$ cat src/rtl/rtcp_map.svh
// Register offsets, field positions and reset values of the counter block.
// Assumes a 4-bit word address and 16-bit data on the register port.
`ifndef RTCP_MAP_SVH
`define RTCP_MAP_SVH

// ---------------------------------------------------------------------
// Register word addresses
// ---------------------------------------------------------------------
`define RTCP_CTRL_ADR     4'h0
`define RTCP_IEN_ADR      4'h2
`define RTCP_FLAG_ADR     4'h3
`define RTCP_CNT_ADR      4'h4
`define RTCP_PER_ADR      4'h5
`define RTCP_CMP_ADR      4'h6
`define RTCP_PITCTRL_ADR  4'h7
`define RTCP_DBG_ADR      4'h8

// ---------------------------------------------------------------------
// Field positions
// ---------------------------------------------------------------------
`define RTCP_CTRL_EN_BIT  0
`define RTCP_CTRL_PS_LSB  1
`define RTCP_CTRL_CS_LSB  5
`define RTCP_OVF_BIT      0
`define RTCP_CMP_BIT      1
`define RTCP_PIT_BIT      2
`define RTCP_PIT_EN_BIT   0
`define RTCP_PIT_SEL_LSB  1
`define RTCP_DBG_RUN_BIT  0

// ---------------------------------------------------------------------
// Reset values and counts
// ---------------------------------------------------------------------
`define RTCP_PER_RST      16'hFFFF
`define RTCP_CMP_RST      16'h0000
`define RTCP_OSC_DIV      5'h1F
`define RTCP_PIT_EVT_TOP  12

`endif

$ cat src/rtl/rtcp_pkg.sv
// Types shared by the counter block modules.
// Assumes the constants of rtcp_map.svh for positions and values.
package rtcp_pkg;

  // Source clock selection codes.
  typedef enum logic [1:0] {
    RTCP_SRC_EXT,
    RTCP_SRC_OSC,
    RTCP_SRC_OSC32,
    RTCP_SRC_OFF
  } rtcp_src_t;

  // Register port request, one cycle per access.
  typedef struct packed {
    logic        wr;
    logic        rd;
    logic [3:0]  adr;
    logic [15:0] wdata;
  } rtcp_req_t;

  // Whole state of the main module.
  typedef struct packed {
    logic        rtc_en;
    logic [3:0]  presc_sel;
    rtcp_src_t   src_sel;
    logic [2:0]  ien;
    logic [2:0]  flag;
    logic [15:0] cnt;
    logic [15:0] per;
    logic [15:0] cmp;
    logic        pit_en;
    logic [3:0]  pit_sel;
    logic        dbg_run;
    logic        ovf_evt;
    logic        cmp_evt;
    logic [7:0]  pit_evt;
    logic        pit_lvl;
    logic        irq_rtc;
    logic        irq_pit;
    logic [15:0] rdata;
  } rtcp_state_t;

endpackage : rtcp_pkg

$ cat src/rtl/rtcp_src_sel.sv
// Source clock selector: turns the chosen slow clock into tick pulses.
// Assumes both slow clocks are sampled levels, at most a quarter of mclk.
`timescale 1ns/1ps
`include "rtcp_map.svh"
module rtcp_src_sel
  import rtcp_pkg::*;
(
  input  wire logic      mclk_i,     // Bus clock.
  input  wire logic      arst_n_i,   // Asynchronous reset, active low.
  input  wire logic      ext_clk_i,  // External slow clock level.
  input  wire logic      osc_clk_i,  // Low-power oscillator level.
  input  rtcp_src_t      src_sel_i,  // Chosen source.
  output logic           tick_o      // One pulse per source rising edge.
);

  // State: previous levels, divide-by-32 counter, tick.
  typedef struct packed {
    logic       ext_d;
    logic       osc_d;
    logic [4:0] div;
    logic       tick;
  } rtcp_sel_t;

  rtcp_sel_t st_ff;   // Registered state.
  rtcp_sel_t nxt_st;  // Next state.

  // ---------------------------------------------------------------------
  // Edge detection and selection
  // ---------------------------------------------------------------------
  // Rising edges of the chosen source make a one-cycle tick.
  always_comb
  begin
    logic osc_rise;
    osc_rise     = osc_clk_i & ~st_ff.osc_d;
    nxt_st       = st_ff;
    nxt_st.ext_d = ext_clk_i;
    nxt_st.osc_d = osc_clk_i;
    if (osc_rise)
    begin
      nxt_st.div = st_ff.div + 5'h1;
    end
    case (src_sel_i)
      RTCP_SRC_EXT:   nxt_st.tick = ext_clk_i & ~st_ff.ext_d;
      RTCP_SRC_OSC:   nxt_st.tick = osc_rise;
      RTCP_SRC_OSC32: nxt_st.tick = osc_rise && (st_ff.div == `RTCP_OSC_DIV);
      default:        nxt_st.tick = 1'b0;
    endcase
  end

  // Registers the state.
  always_ff @(posedge mclk_i or negedge arst_n_i)
  begin
    if (!arst_n_i)
    begin
      st_ff <= '0;
    end
    else
    begin
      st_ff <= nxt_st;
    end
  end

  assign tick_o = st_ff.tick;

  // Checks the divided source ticks once per 32 oscillator edges.
  // The divider has just wrapped, so it reads zero beside the tick.
  a_osc32_tick: assert property (
    @(posedge mclk_i) disable iff (!arst_n_i)
    st_ff.tick && $past(src_sel_i) == RTCP_SRC_OSC32
    |-> st_ff.div == 5'h0)
    else $error("divided tick off phase");

endmodule : rtcp_src_sel

$ cat src/rtl/rtcp_presc.sv
// Shared 15-bit prescaler counting source ticks.
// Assumes one-cycle tick pulses from the source selector.
`timescale 1ns/1ps
module rtcp_presc
  import rtcp_pkg::*;
#(
  parameter int WIDTH = 15  // Prescaler width.
)
(
  input  wire logic             mclk_i,    // Bus clock.
  input  wire logic             arst_n_i,  // Asynchronous reset, active low.
  input  wire logic             tick_i,    // Source tick.
  input  wire logic             enable_i,  // Either function enabled.
  input  wire logic             run_i,     // Not halted by debug.
  output logic [WIDTH-1:0]      cnt_o,     // Prescaler value.
  output logic                  step_o     // Value advanced last cycle.
);

  initial
  begin
    if (WIDTH < 13 || WIDTH > 15)
      $error("prescaler width unsupported");
  end

  // State: count and step marker.
  typedef struct packed {
    logic [WIDTH-1:0] cnt;
    logic             step;
  } rtcp_pre_t;

  rtcp_pre_t st_ff;   // Registered state.
  rtcp_pre_t nxt_st;  // Next state.

  // ---------------------------------------------------------------------
  // Counting
  // ---------------------------------------------------------------------
  // Off means held at zero, so an enable always starts a fresh phase.
  always_comb
  begin
    nxt_st      = st_ff;
    nxt_st.step = 1'b0;
    if (!enable_i)
    begin
      nxt_st.cnt = '0;
    end
    else if (tick_i && run_i)
    begin
      nxt_st.cnt  = st_ff.cnt + 1'b1;
      nxt_st.step = 1'b1;
    end
  end

  // Registers the state.
  always_ff @(posedge mclk_i or negedge arst_n_i)
  begin
    if (!arst_n_i)
    begin
      st_ff <= '0;
    end
    else
    begin
      st_ff <= nxt_st;
    end
  end

  assign cnt_o  = st_ff.cnt;
  assign step_o = st_ff.step;

  // Prescaler is zero one cycle after both functions are off.
  a_presc_off_zero: assert property (
    @(posedge mclk_i) disable iff (!arst_n_i)
    !enable_i |=> st_ff.cnt == '0)
    else $error("prescaler not cleared when off");

  // A halted prescaler never moves while enabled.
  a_presc_halt: assert property (
    @(posedge mclk_i) disable iff (!arst_n_i)
    enable_i && !run_i |=> st_ff.cnt == $past(st_ff.cnt))
    else $error("prescaler moved while halted");

endmodule : rtcp_presc

$ cat src/rtl/rtcp_top.sv
// Real-time counter with periodic tick timer: registers, counter, flags.
// Assumes a single-cycle register port with read data one cycle later,
// and slow clocks at most a quarter of mclk.
//
// Our own choices: the address map and strobed register access.
`timescale 1ns/1ps
`include "rtcp_map.svh"
module rtcp_top
  import rtcp_pkg::*;
#(
  parameter int PRESC_W = 15  // Prescaler width.
)
(
  input  wire logic        mclk_i,        // Bus clock, 125 MHz.
  input  wire logic        arst_n_i,      // Asynchronous reset, active low.
  input  wire logic        ext_clk_i,     // External slow clock.
  input  wire logic        osc_clk_i,     // Low-power oscillator.
  input  wire logic        dbg_halt_i,    // Processor halted by debugger.
  input  wire logic        wr_i,          // Write strobe.
  input  wire logic        rd_i,          // Read strobe.
  input  wire logic [3:0]  adr_i,         // Word address.
  input  wire logic [15:0] wdata_i,       // Write data.
  output logic      [15:0] rdata_o,       // Read data, cycle after strobe.
  output logic             irq_rtc_o,     // Overflow or compare request.
  output logic             irq_pit_o,     // Periodic tick request.
  output logic             ovf_evt_o,     // Overflow event strobe.
  output logic             cmp_evt_o,     // Compare event strobe.
  output logic      [7:0]  pit_evt_o      // Periodic tick event clocks.
);

  // ---------------------------------------------------------------------
  // Helper functions
  // ---------------------------------------------------------------------
  // True when the prescaler just wrapped its low n bits (divide by 2^n).
  function automatic logic div_hit(input logic [PRESC_W-1:0] p,
                                   input logic [3:0]         n);
    logic [PRESC_W-1:0] mask;
    mask = PRESC_W'((16'h1 << n) - 16'h1);
    return (p & mask) == '0;
  endfunction : div_hit

  // Prescaler bit whose period is the selected tick period.
  function automatic logic pit_bit(input logic [PRESC_W-1:0] p,
                                   input logic [3:0]         s);
    logic b;
    b = 1'b0;
    if (s != 4'h0 && 32'(s) < PRESC_W)
    begin
      b = p[s];
    end
    return b;
  endfunction : pit_bit

  // ---------------------------------------------------------------------
  // Declarations
  // ---------------------------------------------------------------------
  rtcp_state_t       st_ff;     // Registered state.
  rtcp_state_t       nxt_st;    // Next state.
  rtcp_req_t         req;       // Bundled register access.
  logic              src_tick;  // Selected source tick.
  logic              run;       // Not stopped by debug halt.
  logic [PRESC_W-1:0] presc;    // Prescaler value.
  logic              step;      // Prescaler advanced.
  logic              cnt_tick;  // Counter advances this cycle.
  logic              pit_now;   // Selected tick level.

  assign req = '{wr: wr_i, rd: rd_i, adr: adr_i, wdata: wdata_i};

  assign run = !dbg_halt_i || st_ff.dbg_run;

  // ---------------------------------------------------------------------
  // Source and prescaler
  // ---------------------------------------------------------------------
  // one source for both functions
  rtcp_src_sel u_src (
    .mclk_i    (mclk_i),
    .arst_n_i  (arst_n_i),
    .ext_clk_i (ext_clk_i),
    .osc_clk_i (osc_clk_i),
    .src_sel_i (st_ff.src_sel),
    .tick_o    (src_tick)
  );

  rtcp_presc #(.WIDTH(PRESC_W)) u_presc (
    .mclk_i   (mclk_i),
    .arst_n_i (arst_n_i),
    .tick_i   (src_tick),
    .enable_i (st_ff.rtc_en || st_ff.pit_en),
    .run_i    (run),
    .cnt_o    (presc),
    .step_o   (step)
  );

  // divided count tick, none while halted
  // A step registered just before a halt must not move the counter.
  assign cnt_tick = step && run && st_ff.rtc_en
                    && div_hit(presc, st_ff.presc_sel);
  assign pit_now  = st_ff.pit_en && pit_bit(presc, st_ff.pit_sel);

  // ---------------------------------------------------------------------
  // Next-state logic
  // ---------------------------------------------------------------------
  // Counter, events, flags and the register port in one process.
  always_comb
  begin
    logic [2:0] set;
    logic [2:0] clr;
    set    = 3'h0;
    clr    = 3'h0;
    nxt_st = st_ff;

    // strobes end at the next source step, or in the next cycle while the counter is off.
    if (step || !st_ff.rtc_en)
    begin
      nxt_st.ovf_evt = 1'b0;
      nxt_st.cmp_evt = 1'b0;
    end

    if (cnt_tick)
    begin
      if (st_ff.cnt == st_ff.per)
      begin
        nxt_st.cnt           = 16'h0000;
        nxt_st.ovf_evt       = 1'b1;
        set[`RTCP_OVF_BIT]   = 1'b1;
      end
      else
      begin
        nxt_st.cnt = st_ff.cnt + 16'h0001;
      end
      if (st_ff.cnt == st_ff.cmp)
      begin
        nxt_st.cmp_evt       = 1'b1;
        set[`RTCP_CMP_BIT]   = 1'b1;
      end
    end

    // tick level and its rising edge
    nxt_st.pit_lvl = pit_now;
    if (pit_now && !st_ff.pit_lvl)
    begin
      set[`RTCP_PIT_BIT] = 1'b1;
    end

    for (int i = 0; i < 8; i++)
    begin
      nxt_st.pit_evt[i] = st_ff.pit_en && presc[`RTCP_PIT_EVT_TOP - i];
    end

    // Register writes; a counter write beats the internal update.
    if (req.wr)
    begin
      case (req.adr)
        `RTCP_CTRL_ADR:
        begin
          nxt_st.rtc_en    = req.wdata[`RTCP_CTRL_EN_BIT];
          nxt_st.presc_sel = req.wdata[`RTCP_CTRL_PS_LSB +: 4];
          nxt_st.src_sel   = rtcp_src_t'(req.wdata[`RTCP_CTRL_CS_LSB +: 2]);
        end
        `RTCP_IEN_ADR:     nxt_st.ien = req.wdata[2:0];
        `RTCP_FLAG_ADR:    clr        = req.wdata[2:0];
        `RTCP_CNT_ADR:     nxt_st.cnt = req.wdata;
        `RTCP_PER_ADR:     nxt_st.per = req.wdata;
        `RTCP_CMP_ADR:     nxt_st.cmp = req.wdata;
        `RTCP_PITCTRL_ADR:
        begin
          nxt_st.pit_en  = req.wdata[`RTCP_PIT_EN_BIT];
          nxt_st.pit_sel = req.wdata[`RTCP_PIT_SEL_LSB +: 4];
        end
        `RTCP_DBG_ADR:     nxt_st.dbg_run = req.wdata[`RTCP_DBG_RUN_BIT];
        default:           nxt_st.dbg_run = st_ff.dbg_run;
      endcase
    end

    nxt_st.flag = (st_ff.flag & ~clr) | set;

    nxt_st.irq_rtc = |(nxt_st.flag[1:0] & nxt_st.ien[1:0]);
    nxt_st.irq_pit = nxt_st.flag[`RTCP_PIT_BIT] & nxt_st.ien[`RTCP_PIT_BIT];

    // Read data stand only in the cycle after the read strobe.
    nxt_st.rdata = 16'h0000;
    if (req.rd)
    begin
      case (req.adr)
        `RTCP_CTRL_ADR:
          nxt_st.rdata = {9'h000, st_ff.src_sel, st_ff.presc_sel,
                          st_ff.rtc_en};
        `RTCP_IEN_ADR:     nxt_st.rdata = {13'h0000, st_ff.ien};
        `RTCP_FLAG_ADR:    nxt_st.rdata = {13'h0000, st_ff.flag};
        `RTCP_CNT_ADR:     nxt_st.rdata = st_ff.cnt;
        `RTCP_PER_ADR:     nxt_st.rdata = st_ff.per;
        `RTCP_CMP_ADR:     nxt_st.rdata = st_ff.cmp;
        `RTCP_PITCTRL_ADR:
          nxt_st.rdata = {11'h000, st_ff.pit_sel, st_ff.pit_en};
        `RTCP_DBG_ADR:     nxt_st.rdata = {15'h0000, st_ff.dbg_run};
        default:           nxt_st.rdata = 16'h0000;
      endcase
    end
  end

  // ---------------------------------------------------------------------
  // State register
  // ---------------------------------------------------------------------
  // Reset gives a stopped block with the period at its top value.
  always_ff @(posedge mclk_i or negedge arst_n_i)
  begin
    if (!arst_n_i)
    begin
      st_ff     <= '0;
      st_ff.per <= `RTCP_PER_RST;
      st_ff.cmp <= `RTCP_CMP_RST;
    end
    else
    begin
      st_ff <= nxt_st;
    end
  end

  // Outputs come straight from the state register.
  assign rdata_o   = st_ff.rdata;
  assign irq_rtc_o = st_ff.irq_rtc;
  assign irq_pit_o = st_ff.irq_pit;
  assign ovf_evt_o = st_ff.ovf_evt;
  assign cmp_evt_o = st_ff.cmp_evt;
  assign pit_evt_o = st_ff.pit_evt;

  // ---------------------------------------------------------------------
  // Assertions
  // ---------------------------------------------------------------------
  // wrap to zero
  a_cnt_wrap: assert property (
    @(posedge mclk_i) disable iff (!arst_n_i)
    cnt_tick && st_ff.cnt == st_ff.per && !(wr_i && adr_i == `RTCP_CNT_ADR)
    |=> st_ff.cnt == 16'h0000 && ovf_evt_o)
    else $error("counter did not wrap at period");

  a_cnt_step: assert property (
    @(posedge mclk_i) disable iff (!arst_n_i)
    cnt_tick && st_ff.cnt != st_ff.per && !(wr_i && adr_i == `RTCP_CNT_ADR)
    |=> st_ff.cnt == $past(st_ff.cnt) + 16'h0001)
    else $error("counter did not advance");

  a_cmp_event: assert property (
    @(posedge mclk_i) disable iff (!arst_n_i)
    cnt_tick && st_ff.cnt == st_ff.cmp
    |=> cmp_evt_o && st_ff.flag[`RTCP_CMP_BIT])
    else $error("compare match missed");

  a_ovf_cause: assert property (
    @(posedge mclk_i) disable iff (!arst_n_i)
    $rose(ovf_evt_o) |-> $past(cnt_tick)
    && $past(st_ff.cnt) == $past(st_ff.per))
    else $error("overflow without period match");

  a_evt_hold: assert property (
    @(posedge mclk_i) disable iff (!arst_n_i)
    ovf_evt_o && !step && st_ff.rtc_en |=> ovf_evt_o)
    else $error("overflow strobe shorter than a source cycle");

  a_flag_sticky: assert property (
    @(posedge mclk_i) disable iff (!arst_n_i)
    st_ff.flag[`RTCP_OVF_BIT]
    && !(wr_i && adr_i == `RTCP_FLAG_ADR && wdata_i[`RTCP_OVF_BIT])
    |=> st_ff.flag[`RTCP_OVF_BIT])
    else $error("overflow flag lost without clear");

  a_pit_flag: assert property (
    @(posedge mclk_i) disable iff (!arst_n_i)
    $rose(st_ff.pit_lvl) |-> st_ff.flag[`RTCP_PIT_BIT])
    else $error("tick edge did not set flag");

  a_halt_hold: assert property (
    @(posedge mclk_i) disable iff (!arst_n_i)
    dbg_halt_i && !st_ff.dbg_run && !wr_i
    |=> st_ff.cnt == $past(st_ff.cnt))
    else $error("counter moved while halted");

  a_read_data: assert property (@(posedge mclk_i) disable iff (!arst_n_i)
    rd_i && adr_i == `RTCP_PER_ADR |=> rdata_o == $past(st_ff.per))
    else $error("period read back wrong");

endmodule : rtcp_top

$ cat config.mk
export PLATFORM = sky130hd
export DESIGN_NAME = rtcp_top
export DESIGN_NICKNAME = d
export VERILOG_FILES = /design/src/rtl/rtcp_pkg.sv /design/src/rtl/rtcp_src_sel.sv /design/src/rtl/rtcp_presc.sv /design/src/rtl/rtcp_top.sv
export VERILOG_INCLUDE_DIRS = /design/src /design/src/rtl
export SDC_FILE = /design/constraint.sdc
export NUM_CORES = 1
export LEC_CHECK = 0
export BUFFER_PORTS_ARGS = -buffer_cell sky130_fd_sc_hd__clkbuf_2
export CORE_ASPECT_RATIO = 1.75
export CORE_UTILIZATION = 65
export CTS_CLUSTER_SIZE = 16
export DETAILED_ROUTE_END_ITERATION = 8
export PLACE_DENSITY = 0.86
export REMOVE_ABC_BUFFERS = 1
export SLEW_MARGIN = 20
export SYNTH_ARGS = -nofsm -noshare
export SYNTH_HDL_FRONTEND = slang
export SYNTH_SLANG_ARGS = --single-unit
$ cat constraint.sdc
create_clock -name mclk_i -period 7.37 [get_ports mclk_i]
set_input_delay 1.474 -clock mclk_i [delete_from_list [all_inputs] [get_ports mclk_i]]
set_output_delay 1.474 -clock mclk_i [all_outputs]
set_load 0.02 [all_outputs]
==> results of run 1 <==
[registers in the layout, indices dropped and copies added, names as in the netlist]
name            cells
st_ff              68
rdata_o            16
u_presc.cnt_o      15
pit_evt_o           8
u_src.st_ff         7
cmp_evt_o           1
irq_pit_o           1
irq_rtc_o           1
ovf_evt_o           1
u_presc.step_o      1
u_src.tick_o        1
[area by class of cell]
class / count / area share
Clock buffer: 19 / 0.06097
Inverter: 9 / 0.004650
Multi-Input combinational cell: 431 / 0.4359
Sequential cell: 120 / 0.4161
Timing Repair Buffer: 56 / 0.03961
Tap cell: 125 / 0.02153
Clock inverter: 13 / 0.02119
[cells by family (layout without fill, tap and decap cells)]
family,Yosys count,after routing,synth area share
xor gates and xnor gates,53,53,0.07030
muxes,76,76,0.1315
adders and majority gates,5,5,0.009475
buffers and inverters,78,97,0.06253
and+or+nand+nor,211,211,0.1690
AOI/OAI and AO/OA,86,86,0.09931
DFF,120,120,0.4578
[worst max path at each step]
| stage | from | end | slack (ns) | depth (start not counted) |
|---|---|---|---|---|
| 6_report | st_ff[92]$_DFFE_PN0P_ | st_ff[72]$_DFF_PN0_ | 3.47 | 9 |
| 2_1_floorplan | adr_i[2] | st_ff[72]$_DFF_PN0_ | 4.01 | 5 |
| 3_5_place_dp | adr_i[0] | st_ff[73]$_DFF_PN0_ | 3.49 | 7 |
| 3_3_place_gp | adr_i[0] | st_ff[73]$_DFF_PN0_ | 3.53 | 7 |
| 5_1_grt | st_ff[92]$_DFFE_PN0P_ | st_ff[72]$_DFF_PN0_ | 3.25 | 9 |
| 4_1_cts | st_ff[92]$_DFFE_PN0P_ | st_ff[72]$_DFF_PN0_ | 3.55 | 9 |
[worst max-delay path: stages (launching register included)]
cell       delay (ns)
dfrtp_1          0.54
nor3_1           0.53
nand2b_1         0.12
ha_1             0.38
and2_1           0.24
o2111ai_1        0.28
o2111ai_1        0.27
nor4_4           0.85
o22ai_1          0.21
a221o_1          0.34
[power by group through the flow]
stage / sequential, mW / clock, mW / combinational, mW
finish: 0.964 / 0.830 / 0.428
global route: 0.980 / 0.862 / 0.471
CTS: 0.958 / 0.839 / 0.428
detailed placement: 0.967 / 0 / 0.423
global placement: 0.959 / 0 / 0.408
floorplan: 0.914 / 0 / 0.316
[cells in the final DEF (no fill, tap or decap), types with 6 or more instances in the layout]
cell type    n
nand3_1     15
and2_1      21
nand2_1     41
xnor2_1     41
nor2b_1      7
mux2_2      56
a21oi_1     17
nor2_1      61
xor2_1      12
dfrtp_1    104
dfstp_2     16
clkbuf_16   17
mux2i_1     17
a221o_1     12
nand4_1     20
o2bb2ai_1    6
o22ai_1      9
clkbuf_2    53
inv_1        9
clkinv_2     6
o21ai_0      6
nor4_1       8
nor3_1      13
[through the flow]
| step | setup slack (ns) | cells | hold WS (ns) | cell area, µm² | util |
|---|---|---|---|---|---|
| after global routing | 3.247 | 773 | 0.4796 | 7264 | 0.7376 |
| final | 3.471 | 773 | 0.4715 | 7264 | 0.7376 |
| after detailed placement | 3.490 | 741 | 0.4624 | 6668 | 0.6770 |
| after global placement | 3.526 | 741 | 0.4521 | 6668 | 0.6770 |
| after CTS | 3.549 | 773 | 0.4740 | 7264 | 0.7376 |
| after floorplan | 4.009 | 560 | 0.4309 | 6223 | - |
[routing by layer]
layer | GRT usage | wire length (µm) | up-vias | share of wire
met1 | 0.3730 | 5836 | 2437 | 0.36
met2 | 0.6033 | 8892 | 190 | 0.55
met5 | 0 | 0 | - | 0
met3 | 0.06263 | 740 | 62 | 0.046
met4 | 0.1811 | 719 | 0 | 0.044
li1 | - | - | 2229 | -
==> results by group, run 1 <==
Clock network
  • Clk buf depth: 2
  • Worst-Skew Late Latency: ~0.42 ns
  • Clk sink count: 120
  • H-tree depth: 4
  • CTS root buffer: clkbuf_16
  • Post-CTS sizing: 0
  • Clock-pin slew on the worst setup and hold paths: roughly 0.050 ns
  • TritonCTS clock tree: done
  • CTS buffer count: 17
  • Postcts setup bufs: 0
  • Hold_buf cts: 0

STA
  • Final slew viol count: 0
  • Worst-margin pin slew: 1.145 ns
  • Final Cycle Share: 0.5290
  • Slew Limit Headroom: 0.2295
  • Min Tclk post-route: between 3 and 4 ns
  • Setup violators final: 0
  • Fin Setup TNS: 0 ns
  • Final hold viol count: 0
  • Final setup skew: a little under 0.009 ns
  • Achievable clock frequency: around 260 MHz
  • Unrepaired setup endpoints after global routing: no

Pwr
  • Clock network fraction of total power: 0.374
  • Pwr dens: just over 300 mW/mm²
  • Sw Pwr: 0.6773 mW
  • Worst IR Drop VDD: between 200 and 250 µV
  • Leak: ~3.1 nW
  • Total Power: between 2 and 2.5 mW
  • Switching part of the total power: 0.3047
  • Combinational power share: 0.193
  • Internal power: around 1.5 mW
  • Sequential share of power: 0.434

Worst setup path
  • WS Path Type: reg -> reg
  • R2r endpoint: st_ff[72]$_DFF_PN0_
  • Reg2reg path depth: 9
  • CP Capture Type: flop
  • Req. time, crit path: 7.66 ns
  • Critical path launch point type: flop
  • Critical path arrival: ~4.2 ns
  • Reg2reg start: st_ff[92]$_DFFE_PN0P_
  • Critical Path Fanout Max: 18
  • R2R setup slack: 3.47 ns

Placement
  • Placer congestion estimate: ~0.90
  • HPWL Detailed: 11.35 mm
  • PortBufs: between 50 and 60

Status
  • Status: completed

Floorplanning
  • Die Y: 135.3 µm
  • Core ar.: about 0.0098 mm²
  • Starting density of the core: 0.6704
  • Die area: between 0.01 and 0.015 mm²
  • Row cnt: 48
  • Die width: slightly below 80 µm
  • I/O pins: 55

Synth
  • Share of the synthesized area in the top cell type: 0.3942
  • Most used DFF post-synth: dfrtp_1
  • Most frequent cell after synthesis: dfrtp_1
  • Post-synthesis async set-or-reset flop share: 1.000
  • Post-Syn Area per Cell: between 10 and 15 µm²
  • Flops & latches, synth: 120
  • Synth area leader: dfrtp_1
  • Ys Warns: 0
  • Post-Syn Area: about 0.0066 mm²
  • Post-synth top cells: dfrtp_1, nor2_1, mux2_2, nand2_1, xnor2_1
  • Post-synthesis sequential area ratio: 0.4578
  • Yosys cell types: 61
  • Post-Syn Instances: around 630
  • EDFF count, synth: 0
  • Largest cells by area after synthesis: dfrtp_1, mux2_2, dfstp_2, xnor2_1, nor2_1

Cells and area
  • Fill count: a little under 700
  • Share of cells above drive strength 1: 0.2685
  • Area grow syn2layout: 10.02%
  • Layout Nets: about 670
  • Diode count: 0
  • Multi-input gate area: ~0.0032 mm²
  • Sequential Area: 0.003023 mm²

Worst hold path
  • WHS Endpoint: cmp_evt_o$_DFF_PN0_
  • Worst Hold Path Cells: 2
  • Min-delay src: cmp_evt_o$_DFF_PN0_
  • Hold crit path type: reg -> reg

Drt
  • Pre-Repair DR Iteration Count: 5
  • Final wirelength: ~16 mm
  • Vias: between 4k and 5k
  • Via/cell ratio: 6.362
  • Routed len/inst: roughly 21 µm
  • ANT nets after route: 0
  • Starting DRC count in detailed routing: 300
  • Drc violations: 0

Run
  • Max Cap Viol: 0

GRT
  • GRT Overall Usage: 0.3369
  • Antenna violations before repair: 0
  • Largest net degree at the start of global routing: 78
  • Global-route wire length before repair: approximately 27 mm
  • Vias in the first global route: roughly 5k
  • Grt total ovfl: 0
Note: power is estimated with default switching activity, not from simulation.
==> run 2: changes to the inputs <==
CORE_UTILIZATION = 54   (was 65)
PLACE_DENSITY = 0.76   (was 0.86)
clock period = 3.2 ns   (was 7.37 ns; I/O delays follow)
==> results by group, run 2 (same netlist as run 1, synthesis figures left out) <==
Worst setup path
  • Critical path launch point type: flop
  • WS Path Type: reg -> reg
  • Reg2reg path depth: 8 (-1)
  • Critical Path Fanout Max: 13 (-5)
  • Req. time, crit path: 3.54 ns (-4.12 ns)
  • CP Capture Type: flop
  • R2r endpoint: st_ff[68]$_DFF_PN0_
  • Reg2reg start: st_ff[91]$_DFFE_PN0P_
  • Critical Path Start: st_ff[91]$_DFFE_PN0P_
  • R2R setup slack: 0.30 ns (-3.17 ns)
  • Critical path arrival: 3.24 ns (-0.95 ns)
  • Worst setup endpoint: st_ff[68]$_DFF_PN0_

GRT
  • Vias in the first global route: 5251 (+4.9%)
  • Largest net degree at the start of global routing: 95 (+22%)
  • Global-route wire length before repair: 27.18 mm (+2.4%)
  • GRT Overall Usage: 0.2823 (-0.05469)
  • Antenna violations before repair: 0 (unchanged)
  • Grt total ovfl: 0 (unchanged)

Drt
  • Routed len/inst: 20.85 µm (-0.42%)
  • Starting DRC count in detailed routing: 358 (+19%)
  • Pre-Repair DR Iteration Count: 5 (unchanged)
  • Drc violations: 0 (unchanged)
  • Via/cell ratio: 6.179 (-2.9%)
  • Final wirelength: 16.62 mm (+2.7%)
  • ANT nets after route: 0 (unchanged)
  • Vias: 4925 (+0.14%)

Floorplanning
  • Die Y: 148.3 µm (+9.6%)
  • I/O pins: 55 (unchanged)
  • Die width: 85.59 µm (+9.5%)
  • Starting density of the core: 0.5531 (-0.1172)
  • Core ar.: 0.01194 mm² (+21%)
  • Row cnt: 53 (+10%)
  • Die area: 0.01269 mm² (+20%)

Cells and area
  • Area grow syn2layout: 13.95%
  • Largest register FFs: 68 (unchanged)
  • Layout Nets: 679 (+1.8%)
  • Finished Core Util: 0.6303 (-0.1073)
  • Commonest cells after routing, fill and taps aside: dfrtp_1, nor2_1, mux2_2, clkbuf_2
  • Share of cells above drive strength 1: 0.2864 (+0.01785)
  • Largest Register: st_ff
  • Most common cell after layout, fill and taps aside: dfrtp_1
  • Diode count: 0 (unchanged)
  • Post-route cell area: 0.007523 mm² (+3.6%)

Pwr
  • Switching part of the total power: 0.2826 (-0.02211)
  • Pwr dens: 740.3 mW/mm² (+140%)
  • Sw Pwr: 1.574 mW (+130%)
  • Internal power: 3.996 mW (+160%)
  • Combinational power share: 0.193 (about the same)
  • Clock network fraction of total power: 0.417 (+0.043)
  • Worst IR Drop VDD: 507.2 µV (+130%)
  • Leak: 3.250 nW (+4.0%)
  • Sequential share of power: 0.390 (-0.044)

STA
  • Min Tclk post-route: 2.900 ns (-0.9988 ns)
  • Slew Limit Headroom: 0.3087 (+0.07923)
  • Final hold viol count: 0 (unchanged)
  • Final setup skew: 0.009055 ns (+0.0003958 ns)
  • Worst-margin pin slew: 1.033 ns (-0.1121 ns)
  • Final slew viol count: 0 (unchanged)
  • Achievable clock frequency: 344.8 MHz (+34%)
  • Setup violators final: 0 (unchanged)
  • Unrepaired setup endpoints after global routing: no
  • Final Cycle Share: 0.9062 (+0.3772)
  • Hold slack: 0.1406 ns (-0.3309 ns)
  • Fin Setup TNS: 0 ns (unchanged)

Placement
  • Area after DPL: 0.006785 mm² (+1.8%)
  • HPWL Detailed: 11.88 mm (+4.6%)
  • Placer congestion estimate: 0.9749 (+7.9%)
  • PortBufs: 54 (unchanged)

Clock network
  • Hold_buf cts: 0 (unchanged)
  • Worst-Skew Late Latency: 0.41 ns (about the same)
  • CTS buffer count: 17 (unchanged)
  • Clock-pin slew on the worst setup and hold paths: 0.06 ns (about the same)
  • H-tree depth: 4 (unchanged)
  • Clk sink count: 120 (unchanged)
  • Clk buf depth: 2 (unchanged)
  • TritonCTS clock tree: done
  • CTS root buffer: clkbuf_16

Run
  • Max Cap Viol: 0 (unchanged)

Worst hold path
  • Hold crit path type: in -> async

Status
  • Status: completed
run 2: final cells by class:
type / instances / area [µm²]
fill: 963 / 4413
multi-input combinational: 431 / 3174
sequential: 120 / 3023
clock buffer: 22 / 494.2
timing repair buffer: 68 / 390.4
clock inverter: 10 / 236.5
tap: 137 / 171.4
inverter: 9 / 33.78
run 2: through the flow:
stage | instances | power (mW) | setup WS (ns)
after floorplan | 560 | 2.832 | 0.2297
after global placement | 765 | 3.194 | 0.2742
after detailed placement | 765 | 3.248 | 0.1398
after CTS | 797 | 5.590 | 0.1274
after global routing | 797 | 5.797 | 0.1449
final | 797 | 5.570 | 0.3001
run 2: how the worst min path moves through the flow:
stage	from	endpoint	slack (ns)	depth (start not counted)
floorplan	arst_n_i	cmp_evt_o$_DFF_PN0_	0.34	0
global placement	u_src.st_ff[4]$_DFFE_PN0P_	u_src.st_ff[4]$_DFFE_PN0P_	0.45	1
detailed placement	st_ff[18]$_DFF_PN0_	st_ff[85]$_DFF_PN0_	0.47	1
CTS	arst_n_i	u_src.st_ff[2]$_DFFE_PN0P_	0.15	1
global route	arst_n_i	u_src.st_ff[5]$_DFFE_PN0P_	0.17	1
finish	arst_n_i	u_src.st_ff[5]$_DFFE_PN0P_	0.14	1
run 2: power by group through the flow:
stage / Clock (mW) / Combinational, mW / Sequential, mW
4_1_cts: 2.35 / 1.07 / 2.16
6_report: 2.32 / 1.08 / 2.17
3_3_place_gp: 0 / 1.03 / 2.17
2_1_floorplan: 0 / 0.727 / 2.11
5_1_grt: 2.42 / 1.17 / 2.21
3_5_place_dp: 0 / 1.06 / 2.19
run 2: timing repair:
| action | 4_1_cts | 5_1_grt |
|---|---|---|
| setup endpoints to repair | 0 | 14 |
| resized for setup | 0 | 2 |
| buffers inserted | 0 | 0 |
run 2: layer usage:
layer / vias to the layer above / wire length, µm / global-route usage
li1: 2256 / - / -
met1: 2455 / 6085 / 0.3077
met2: 160 / 9001 / 0.4968
met3: 54 / 516 / 0.04218
met4: 0 / 1017 / 0.1950
met5: - / 0 / 0
run 2: worst max-delay path, cell delays in order, from the launching register on:
cell      delay, ns
dfrtp_1        0.58
nand2b_1       0.17
ha_2           0.32
nand2b_1       0.10
o221ai_1       0.17
a41oi_1        0.32
or4_4          0.69
nor2_4         0.27
a221o_1        0.20
